[src/include/pbc_consts.svh]
// Offsets, field positions, reset values and timing counts of the clock generator control.
`ifndef PBC_CONSTS_SVH
`define PBC_CONSTS_SVH

// Device register offsets on the shared register port.
`define PBC_ADDR_LOOP_CONTROL 3'h0
`define PBC_ADDR_MULT_HIGH 3'h1
`define PBC_ADDR_MULT_LOW 3'h2
`define PBC_ADDR_VCO_RANGE 3'h3

// Loop control register fields.
`define PBC_BIT_LOOP_ON 5
`define PBC_BIT_BASE_SELECT 4
`define PBC_EXP_HI 1
`define PBC_EXP_LO 0

// Device reset values and the forbidden exponent.
`define PBC_RST_MULT_HIGH 4'h0
`define PBC_RST_MULT_LOW 8'h40
`define PBC_RST_VCO_RANGE 8'h40
`define PBC_RST_EXP 2'h0
`define PBC_EXP_FORBIDDEN 2'h3

// Source edges counted on each side of a source change.
`define PBC_SWITCH_EDGES 2'h3

// Controller user register offsets and control bit positions.
`define PBC_USR_CTRL 3'h0
`define PBC_USR_EXP 3'h1
`define PBC_USR_MULT_HIGH 3'h2
`define PBC_USR_MULT_LOW 3'h3
`define PBC_USR_RANGE 3'h4
`define PBC_USR_STATUS 3'h5
`define PBC_USR_BIT_ON 0
`define PBC_USR_BIT_SEL 1

`endif

[src/include/pbc_pkg.sv]
// Types shared by the clock generator control and its controller.
`default_nettype none

package pbc_pkg;

  typedef enum logic [1:0] {
    SW_RUN,
    SW_DRAIN_OLD,
    SW_FILL_NEW
  } pbc_switch_state_type;

  typedef enum logic [1:0] {
    CT_IDLE,
    CT_SECOND
  } pbc_ctrl_state_type;

  typedef logic [7:0] pbc_byte_type;

endpackage

`default_nettype wire

[src/include/pbc_reg_if.sv]
// Register port between the controller and the clock generator control.
`timescale 1ns/100ps
`default_nettype none

interface pbc_reg_if;
  logic [2:0] regAddr;
  logic [7:0] regWdata;
  logic regWr;
  logic regRd;
  logic [7:0] regRdata;

  modport device (
    input regAddr,
    input regWdata,
    input regWr,
    input regRd,
    output regRdata
  );

  modport ctrl (
    output regAddr,
    output regWdata,
    output regWr,
    output regRd,
    input regRdata
  );
endinterface

`default_nettype wire

[src/rtl/pbc_clock_gen.sv]
// Clock generator control: loop programming registers and glitch-free base clock selector.
//
// Chosen here: the plain strobed port and the address map.
`timescale 1ns/100ps
`default_nettype none
`include "pbc_consts.svh"
// Functional notes
// RULE1 - Multiplier zero behaves exactly like one.
// RULE2 - Range factor zero disables loop, forces crystal.
// RULE3 - Source change: output static for three edges each.
// RULE4 - Output toggles per selected edge: divide by two.
// RULE5 - Select bit set picks VCO, clear crystal.
// RULE6 - VCO selection blocked while loop is off.
// RULE7 - Loop stays on while VCO is selected.
// RULE8 - Loop and select changes need separate writes.
// RULE9 - Software sets VCO at four times bus.
// RULE10 - Software picks multiplier as rounded ratio.
// RULE11 - Software writes exponent per VCO band.
// RULE12 - Software never writes exponent three.
// RULE13 - Software writes multiplier across high, low.
// RULE14 - Low multiplier rewritten before loop enable.
// RULE15 - Software writes linear range factor binary.
// RULE16 - Software keeps center near actual VCO.
// RULE17 - Reset: loop on, crystal selected.
// RULE18 - Programming registers read-only while loop on.
// RULE19 - Select forced clear when loop off/range zero.
// RULE20 - Old source drained before new one enabled.

module pbc_clock_gen (
  input wire logic sys_clk,
  input wire logic rst_n,
  pbc_reg_if.device regPort,
  input wire logic crystalClock,
  input wire logic vcoClock,
  output logic baseClockOut,
  output logic loopEnable,
  output logic [11:0] feedbackMultiplier,
  output logic [1:0] rangeExponent,
  output logic [7:0] linearRange,
  output logic vcoActive,
  output logic switching
);

  // ----------------------------------------------------------------
  // Programming registers
  // ----------------------------------------------------------------
  logic loopOn;
  logic baseSourceSelect;
  logic [1:0] rangeExponentBits;
  logic [3:0] multHigh;
  logic [7:0] multLow;
  logic [7:0] linearRangeField;
  logic rangeZero;
  logic wrLoop;
  logic [7:0] wd;

  assign rangeZero = (linearRangeField == 8'h00);
  assign wrLoop = regPort.regWr && (regPort.regAddr == `PBC_ADDR_LOOP_CONTROL);
  assign wd = regPort.regWdata;

  // Both control bits are judged against their values before this write, so a
  // single write switches both only when it turns the loop off and selects the VCO.
  always_ff @(posedge sys_clk or negedge rst_n)
  begin
    if (!rst_n)
    begin
      loopOn <= 1'b1; // RULE17
      baseSourceSelect <= 1'b0; // RULE17
    end
    else
    begin
      if (wrLoop && !baseSourceSelect) // RULE7 RULE8
      begin
        loopOn <= wd[`PBC_BIT_LOOP_ON];
      end
      if (!loopOn || rangeZero) // RULE19 RULE2
      begin
        baseSourceSelect <= 1'b0;
      end
      else if (wrLoop) // RULE5 RULE6 RULE8
      begin
        baseSourceSelect <= wd[`PBC_BIT_BASE_SELECT];
      end
    end
  end

  always_ff @(posedge sys_clk or negedge rst_n)
  begin
    if (!rst_n)
    begin
      rangeExponentBits <= `PBC_RST_EXP;
      multHigh <= `PBC_RST_MULT_HIGH;
      multLow <= `PBC_RST_MULT_LOW;
      linearRangeField <= `PBC_RST_VCO_RANGE;
    end
    else if (regPort.regWr && !loopOn) // RULE18
    begin
      unique case (regPort.regAddr)
        `PBC_ADDR_LOOP_CONTROL: rangeExponentBits <= wd[`PBC_EXP_HI:`PBC_EXP_LO];
        `PBC_ADDR_MULT_HIGH: multHigh <= wd[3:0];
        `PBC_ADDR_MULT_LOW: multLow <= wd;
        `PBC_ADDR_VCO_RANGE: linearRangeField <= wd;
        default: ;
      endcase
    end
  end

  // ----------------------------------------------------------------
  // Register read port
  // ----------------------------------------------------------------
  always_ff @(posedge sys_clk or negedge rst_n)
  begin
    if (!rst_n)
    begin
      regPort.regRdata <= 8'h00;
    end
    else if (regPort.regRd)
    begin
      unique case (regPort.regAddr)
        `PBC_ADDR_LOOP_CONTROL: regPort.regRdata <= {2'h0, loopOn, baseSourceSelect,
                                                     2'h0, rangeExponentBits};
        `PBC_ADDR_MULT_HIGH: regPort.regRdata <= {4'h0, multHigh};
        `PBC_ADDR_MULT_LOW: regPort.regRdata <= multLow;
        `PBC_ADDR_VCO_RANGE: regPort.regRdata <= linearRangeField;
        default: regPort.regRdata <= 8'h00;
      endcase
    end
    else
    begin
      regPort.regRdata <= 8'h00;
    end
  end

  // ----------------------------------------------------------------
  // Settings handed to the analog loop
  // ----------------------------------------------------------------
  always_ff @(posedge sys_clk or negedge rst_n)
  begin
    if (!rst_n)
    begin
      loopEnable <= 1'b0;
      feedbackMultiplier <= 12'h001;
      rangeExponent <= `PBC_RST_EXP;
      linearRange <= `PBC_RST_VCO_RANGE;
    end
    else
    begin
      loopEnable <= loopOn && !rangeZero; // RULE2
      if ({multHigh, multLow} == 12'h000) // RULE1
      begin
        feedbackMultiplier <= 12'h001;
      end
      else
      begin
        feedbackMultiplier <= {multHigh, multLow};
      end
      rangeExponent <= rangeExponentBits;
      linearRange <= linearRangeField;
    end
  end

  // ----------------------------------------------------------------
  // Source clock synchronisers and edge detection
  // ----------------------------------------------------------------
  logic [2:0] xtalSync;
  logic [2:0] vcoSync;
  logic xtalRise;
  logic vcoRise;

  always_ff @(posedge sys_clk or negedge rst_n)
  begin
    if (!rst_n)
    begin
      xtalSync <= 3'h0;
      vcoSync <= 3'h0;
    end
    else
    begin
      xtalSync <= {xtalSync[1:0], crystalClock};
      vcoSync <= {vcoSync[1:0], vcoClock};
    end
  end

  assign xtalRise = xtalSync[1] && !xtalSync[2];
  assign vcoRise = vcoSync[1] && !vcoSync[2];

  // ----------------------------------------------------------------
  // Transition control and divide by two
  // ----------------------------------------------------------------
  pbc_pkg::pbc_switch_state_type swState;
  logic [1:0] edgeCount;
  logic oldRise;
  logic curRise;

  // The drain side counts the source being left, the fill side the one taken.
  assign curRise = vcoActive ? vcoRise : xtalRise;
  assign oldRise = curRise;

  always_ff @(posedge sys_clk or negedge rst_n)
  begin
    if (!rst_n)
    begin
      swState <= pbc_pkg::SW_RUN;
      edgeCount <= 2'h0;
      vcoActive <= 1'b0;
      switching <= 1'b0;
    end
    else
    begin
      unique case (swState)
        pbc_pkg::SW_RUN:
        begin
          edgeCount <= 2'h0;
          if (baseSourceSelect != vcoActive) // RULE20
          begin
            swState <= pbc_pkg::SW_DRAIN_OLD;
            switching <= 1'b1;
          end
        end
        pbc_pkg::SW_DRAIN_OLD:
        begin
          // A stopped VCO would never finish draining, so a disabled loop ends it.
          if ((oldRise && edgeCount == `PBC_SWITCH_EDGES - 2'h1) ||
              (vcoActive && !loopEnable)) // RULE3 RULE20
          begin
            swState <= pbc_pkg::SW_FILL_NEW;
            vcoActive <= baseSourceSelect;
            edgeCount <= 2'h0;
          end
          else if (oldRise)
          begin
            edgeCount <= edgeCount + 2'h1;
          end
        end
        pbc_pkg::SW_FILL_NEW:
        begin
          if (curRise && edgeCount == `PBC_SWITCH_EDGES - 2'h1) // RULE3
          begin
            swState <= pbc_pkg::SW_RUN;
            switching <= 1'b0;
            edgeCount <= 2'h0;
          end
          else if (curRise)
          begin
            edgeCount <= edgeCount + 2'h1;
          end
        end
        default:
        begin
          swState <= pbc_pkg::SW_RUN;
          switching <= 1'b0;
        end
      endcase
    end
  end

  // The output only moves while running, so it is static during a change.
  always_ff @(posedge sys_clk or negedge rst_n)
  begin
    if (!rst_n)
    begin
      baseClockOut <= 1'b0;
    end
    else if (swState == pbc_pkg::SW_RUN && curRise) // RULE4 RULE3
    begin
      baseClockOut <= !baseClockOut;
    end
  end

endmodule

`default_nettype wire

[src/flat_wrapper.sv]
// flat-port wrapper written by rule: the top's interface ports become plain ports
module pbc_clock_gen_flat 
  (sys_clk, rst_n, crystalClock, vcoClock, baseClockOut, loopEnable, feedbackMultiplier, rangeExponent, linearRange, vcoActive, switching, regPort_regAddr, regPort_regWdata, regPort_regWr, regPort_regRd, regPort_regRdata);
  pbc_reg_if regPort_i ();
  input wire logic sys_clk;
  input wire logic rst_n;
  input wire logic crystalClock;
  input wire logic vcoClock;
  output logic baseClockOut;
  output logic loopEnable;
  output logic [11:0] feedbackMultiplier;
  output logic [1:0] rangeExponent;
  output logic [7:0] linearRange;
  output logic vcoActive;
  output logic switching;
  input wire logic [$bits(regPort_i.regAddr)-1:0] regPort_regAddr;
  input wire logic [$bits(regPort_i.regWdata)-1:0] regPort_regWdata;
  input wire logic [$bits(regPort_i.regWr)-1:0] regPort_regWr;
  input wire logic [$bits(regPort_i.regRd)-1:0] regPort_regRd;
  output wire logic [$bits(regPort_i.regRdata)-1:0] regPort_regRdata;
  assign regPort_i.regAddr = regPort_regAddr;
  assign regPort_i.regWdata = regPort_regWdata;
  assign regPort_i.regWr = regPort_regWr;
  assign regPort_i.regRd = regPort_regRd;
  assign regPort_regRdata = regPort_i.regRdata;
  pbc_clock_gen u_core (.sys_clk(sys_clk), .rst_n(rst_n), .regPort(regPort_i), .crystalClock(crystalClock), .vcoClock(vcoClock), .baseClockOut(baseClockOut), .loopEnable(loopEnable), .feedbackMultiplier(feedbackMultiplier), .rangeExponent(rangeExponent), .linearRange(linearRange), .vcoActive(vcoActive), .switching(switching));
endmodule
[config.mk]
export PLATFORM = sky130hd
export DESIGN_NAME = pbc_clock_gen_flat
export DESIGN_NICKNAME = d
export VERILOG_FILES = /design/src/include/pbc_pkg.sv /design/src/include/pbc_reg_if.sv /design/src/rtl/pbc_clock_gen.sv /design/src/flat_wrapper.sv
export VERILOG_INCLUDE_DIRS = /design/src /design/src/include
export SDC_FILE = /design/constraint.sdc
export NUM_CORES = 1
export LEC_CHECK = 0
export BUFFER_PORTS_ARGS = -buffer_cell sky130_fd_sc_hd__buf_2
export CAP_MARGIN = 20
export CORE_ASPECT_RATIO = 0.6
export CORE_MARGIN = 2
export CORE_UTILIZATION = 45
export CTS_CLUSTER_DIAMETER = 200
export DETAILED_ROUTE_END_ITERATION = 8
export HOLD_SLACK_MARGIN = 0.06
export PLACE_DENSITY = 0.67
export SETUP_SLACK_MARGIN = 0.15
export SLEW_MARGIN = 15
export SYNTH_ARGS = -nofsm -noshare
export SYNTH_HDL_FRONTEND = slang
export SYNTH_SLANG_ARGS = --single-unit
[constraint.sdc]
create_clock -name sys_clk -period 1.7 [get_ports sys_clk]
set_input_delay 0.34 -clock sys_clk [delete_from_list [all_inputs] [get_ports sys_clk]]
set_output_delay 0.34 -clock sys_clk [all_outputs]
set_load 0.02 [all_outputs]
Word level (Yosys, flattened, before mapping)
Cells that the tools add are included.
{ "totals": {"input_bits": 17, "reg_bits": 68, "wordCells": 78, "output_inout_bits": 34} }
{ "classes": {"mux": 17, "eq_ne": 10, "n_reduce_logical": 31, "n_bitwise": 1, "add_sub_neg": 1} }
{ "ops": {"columns": ["op", "n"], "rows": [
  ["case mux 8 bit (4 select lines)", 1],
  ["zero test 12 bit", 1],
  ["two-way mux 12 bit", 1],
  ["two-way mux 2 bit", 6],
  ["case mux 2 bit (3 select lines)", 2],
  ["AND reduction 2 bit", 5],
  ["logical AND 1 bit", 9],
  ["zero test 8 bit", 1],
  ["two-way mux 8 bit", 1],
  ["zero test 1 bit", 7],
  ["== test 3 x 2 -> 1 bit, second input constant", 2],
  ["inequality test 2 x 1 -> 1 bit, second input constant", 3],
  ["AND reduction 3 bit", 2],
  ["two-way mux 1 bit", 5],
  ["== test 2 bit, second input constant", 2],
  ["== test 3 x 1 -> 1 bit, second input constant", 1],
  ["zero test 3 bit", 1],
  ["case mux 1 bit (3 select lines)", 1],
  ["nonzero test 3 bit", 1],
  ["adder 2 x 1 -> 2 bit, second input constant", 1],
  ["== test 2 x 1 -> 1 bit, second input constant", 1],
  ["zero test 2 bit", 1],
  ["logical OR 1 bit", 2],
  ["nonzero test 2 bit", 1],
  ["2 further kinds", 2]
]} }

Longest topological paths before layout
{ "logic_depth": {"depth_word": 7, "mapped_depth": 5, "depth_no_buf": 5} }

Worst setup path before layout
OpenSTA, ideal clock, no wires.
{ "synth_timing": {"kind": "flip-flop to flip-flop", "start": "reg u_core.vcoActive", "end": "reg u_core.switching", "required_time_ns": 1.572, "slack_ns": 0.044, "setup_ns": 0.128, "synth_period_minus_slack_ns": 1.656, "arrival_time_ns": 1.529, "stages_incl_launch_ff": 5, "path_buffers": 0, "path_cell_list": "dfrtp_1 > nor3b_2 > o21ai_2 > a221oi_2 > mux2_1"} }
{ "synth_via": {"elab_chain_len": 4, "word_cells_on_any_way": 6, "classes_between": "eq/ne: 3; mux: 1; reduce/logical: 2"} }
{ "synth_lines": {"columns": ["item", "line", "text"], "rows": [
  ["from (decl)", "pbc_clock_gen.sv:40", "output logic vcoActive,"],
  ["from (signal assigned)", "pbc_clock_gen.sv:227", "vcoActive <= baseSourceSelect;"],
  ["two-way mux 1 bit", "pbc_clock_gen.sv:196", "assign curRise = vcoActive ? vcoRise : xtalRise;"],
  ["logical AND 1 bit", "pbc_clock_gen.sv:237", "if (curRise && edgeCount == `PBC_SWITCH_EDGES - 2'h1)"],
  ["inequality test 2 x 1 -> 1 bit (no source line)", null, null],
  ["AND reduction 3 bit (no source line) (*)", null, null],
  ["to (signal assigned)", "pbc_clock_gen.sv:206", "switching <= 1'b0;"],
  ["to (signal assigned)", "pbc_clock_gen.sv:240", "switching <= 1'b0;"],
  ["to (signal assigned)", "pbc_clock_gen.sv:251", "switching <= 1'b0;"],
  ["to (decl)", "pbc_clock_gen.sv:41", "output logic switching"]
]} }
Every way passes the cells marked *; elsewhere a longest branch is shown, timed or not.
A chain may end at the register's enable or synchronous reset.

Worst setup path in the final report
{ "layout_timing": {"start": "reg u_core.swState[1]", "end": "reg u_core.edgeCount[1]"} }
{ "layout_via": {"elab_chain_len": 2, "word_cells_on_any_way": 5, "classes_between": "eq/ne: 2; mux: 1; reduce/logical: 2"} }
{ "layout_lines": {"columns": ["item", "line", "text"], "rows": [
  ["from (decl)", "pbc_clock_gen.sv:190", "pbc_pkg::pbc_switch_state_type swState;"],
  ["from (signal assigned)", "pbc_clock_gen.sv:203", "swState <= pbc_pkg::SW_RUN;"],
  ["from (signal assigned)", "pbc_clock_gen.sv:216", "swState <= pbc_pkg::SW_DRAIN_OLD;"],
  ["from (signal assigned)", "pbc_clock_gen.sv:226", "swState <= pbc_pkg::SW_FILL_NEW;"],
  ["== test 2 bit, or another cell as far along", "pbc_clock_gen.sv:210", "unique case (swState)"],
  ["case mux 2 bit (3 select lines) / nonzero test 3 bit (equally long branches)", null, null],
  ["to (signal assigned)", "pbc_clock_gen.sv:232", "edgeCount <= edgeCount + 2'h1;"],
  ["to (signal assigned)", "pbc_clock_gen.sv:245", "edgeCount <= edgeCount + 2'h1;"],
  ["to (decl)", "pbc_clock_gen.sv:191", "logic [1:0] edgeCount;"]
]} }
Parallel ways exist; a longest one is shown, timed or not.

==> flow_summary.ini <==
[yosys]
postSynthCellCount = 182
syn_warnings = 0
number_of_distinct_library_cells_after_synthesis = 36
ys_async_sr_fraction = 1.00
synth_nets = 204
synth.yosys.seq_area_share = 0.657
dominantRegCellSynth = dfrtp_1
synthesized_area_mm2 = 0.00260
synth_edf_count = 0
synthesis_stage_register_bit_count = 68
post_synth.cell_area_avg_um2 = 14.3

[route]
avgRoutedWirePerCell_um = 15.9
detail_route.iter0.violations = 99
via_count = 1625
wl_mm = 5.14
drc = 0
dr.pass1.iters = 4
ant_nets = 0
post_dr_vias_cell = 5.02

[floorplanning]
initial_core_util = 0.467
die_width_um = 102
die-height_um = 62.9
die_area_mm2 = 0.00642
core_footprint_mm2 = 0.00557
row_count = 21
num_io_pins = 51

[worst_setup_path]
worst_ep_arrival_time_ps = 1710
timing.critical_path.required_ps = 1900
ff2ff_setup_slack_ps = 190
worst-path-max-fanout = 4
endpoint_kind = flop
setup.worst_path.start_class = flop
critical_path.reg2reg.startpoint = u_core.swState[1]
critPathSlowestCell = dfrtp_1
r2r_cells = 5
worst_r2r_endpoint = u_core.edgeCount[1]
cpPeakStageDelay_ps = 400
critical_path.cell_chain = inv_1 > ha_1 > a21o_1 > a31oi_1 > o22ai_1
criticalPathCategory = flop to flop

[timing]
unrepaired_setup_endpoints_after_global_routing = true
worstMarginPinSlew_ps = 406
timing_hold_violations_final = 0
finalCritPeriodShare = 0.889
slew_violations = 0
setup_violations = 0
maxClockFrequency_mhz = 662
total_negative_setup_slacks_ps = 0
worst_hold_slack_ps = 120
finClkSkew_ps = 6.87
maxSlewHeadroom = 0.727
min_cycle_time_layout_ps = 1510

[min_path]
holdCritStartpoint = crystalClock
hold-path-cell-count = 1
min_delay_worst_endpoint = u_core.xtalSync[0]
worst_hold_path_type = primary input to flop

[layout]
drive_gt1_frac = 0.381
sequential_cell_area_mm2 = 0.00171
antenna-diode-count = 0
finalNetCount = 263
syn_to_final_growth_pct = 23.7
instances_no_fill = 324
multi_input_comb_area_um2 = 871
fillerInstances = 474

[global_route]
initial_antenna_violation_count = 0
global_route.peak_usage_layer = met1
gr-total-overflow = 0
grt.total_usage = 0.179
vias_in_the_first_global_route = 1615
grt.met1_usage = 0.283
grt_util_met3 = 0.0694
grt.met2_usage = 0.231
grt_start_max_net_pins = 44
grt_first_pass_wirelength_mm = 8.56

[place]
gp_congestion = 0.808
post-place-cells = 304
place.port_buffers = 50
dpl.hpwl_mm = 3.54

[power_and_ir_drop]
cellLeakagePower_uw = 0.00151
peakVddDrop_mv = 0.591
power.total_uw = 4220
power_density_mw_per_mm2 = 1310

[clock_network]
buffer_levels_on_the_longest_clock_path = 2
tritoncts = built
cts.sinks = 68
cts_inserted_buffers = 9
cts.reportedPaths.clkPinSlew_ps = 70
clockRootBuffer = clkbuf_8
insertion_delay_ps = 320
htree_num_levels = 3

[run_status]
status = finished, final reports clean

[job]
cap_viol_max_count = 0
## where the power goes
part / switching [µW] / internal [µW]
Combinational: 539 / 422
Clock: 525 / 545
Sequential: 227 / 1970
## repair_timing
action,in CTS,in global routing
hold buffers,1,0
buffers inserted,5,0
endpoints found under the hold margin,9,0
resized for setup,2,6
pin swaps,3,3
setup endpoints to repair,1,6
## cells by family (layout without fill, tap and decap cells)
kind of cell	Yosys count	count (layout)	share of synthesized area
compound gates	17	17	0.0491
buf+inv	18	80	0.0279
simple gates	38	38	0.0809
xor+xnor	2	2	0.00674
flops	68	68	0.657
mux	34	34	0.154
fa+ha+maj	5	5	0.0241
## per-layer routing
| metal | part of all wire | wire [µm] | up-vias |
|---|---|---|---|
| li1 | - | - | 749 |
| met1 | 0.51 | 2650 | 812 |
| met2 | 0.43 | 2190 | 58 |
| met3 | 0.050 | 258 | 6 |
| met4 | 0.0086 | 44 | 0 |
| met5 | 0 | 0 | - |
## synthesized netlist by cell type (3+ instances only)
master    instances  area share
a22oi_1           4       0.012
a31oi_1           3      0.0072
clkbuf_1         11       0.016
dfrtp_1          63        0.61
dfstp_2           5       0.051
ha_1              5       0.024
inv_1             5      0.0072
mux2_1           26        0.11
mux2i_1           4       0.015
nand2_1           4      0.0058
nor2_1           13       0.019
nor2b_1           4      0.0096
nor4_1            4      0.0096
## worst max-delay path, delay by kind of cell (launching register included)
| kind | cells | cell delay, ps |
|---|---|---|
| AOI/OAI and AO/OA | 3 | 600 |
| buffers and inverters | 1 | 100 |
| DFF | 1 | 400 |
| adders and majority gates | 1 | 280 |
## per-stage QoR
step / cell area [µm²] / setup WS, ps / util
finish: 3220 / 189 / 0.577
global route: 3220 / 138 / 0.577
CTS: 3180 / 151 / 0.571
detailed placement: 2970 / 98.2 / 0.532
global placement: 2970 / 165 / 0.532
floorplan: 2610 / 150 / -
## worst max path at each step
stage / depth (start not counted) / to / from / slack (ps)
6_report: 5 / u_core.edgeCount[1] / u_core.swState[1] / 190
5_1_grt: 5 / u_core.edgeCount[1] / u_core.swState[1] / 140
2_1_floorplan: 4 / u_core.switching / u_core.vcoActive / 150
3_3_place_gp: 4 / u_core.switching / u_core.vcoActive / 170
3_5_place_dp: 4 / u_core.switching / u_core.vcoActive / 100
4_1_cts: 4 / u_core.switching / u_core.vcoActive / 150
## flip-flops by register name (all words and copies together) (netlist names)
| name | cells |
|---|---|
| u_core.loopEnable | 1 |
| u_core.baseClockOut | 1 |
| u_core.linearRangeField | 8 |
| u_core.multHigh | 4 |
| u_core.feedbackMultiplier | 12 |
| u_core.xtalSync | 3 |
| u_core.rangeExponentBits | 2 |
| u_core.linearRange | 8 |
| u_core.vcoSync | 3 |
| u_core.multLow | 8 |
| u_core.vcoActive | 1 |
| u_core.edgeCount | 2 |
| u_core.swState | 2 |
| u_core.baseSourceSelect | 1 |
| u_core.switching | 1 |
| u_core.regPort.regRdata | 8 |
| u_core.rangeExponent | 2 |
| u_core.loopOn | 1 |
## area by class of cell
cell class                      count  share of cell area
Inverter                            5             0.00584
Sequential cell                    68               0.532
Tap cell                           80              0.0311
Timing Repair Buffer               61               0.112
Clock buffer                       11              0.0440
Multi-Input combinational cell     96               0.271
Clock inverter                      3             0.00467
## cell usage in the layout (no fill, tap or decap), types with 3 or more instances in the layout
| master | Yosys | final |
|---|---|---|
| nand2_1 | 4 | 4 |
| clkinv_2 | 0 | 3 |
| nor2b_1 | 4 | 4 |
| a31oi_1 | 3 | 3 |
| inv_1 | 5 | 5 |
| buf_4 | 1 | 8 |
| buf_2 | 1 | 50 |
| dfrtp_1 | 63 | 62 |
| nor4_1 | 4 | 4 |
| a22oi_1 | 4 | 4 |
| mux2i_1 | 4 | 4 |
| clkbuf_8 | 0 | 10 |
| nor2_1 | 13 | 13 |
| dfstp_2 | 5 | 5 |
| mux2_1 | 26 | 25 |
(Power assumes the default switching activity.)
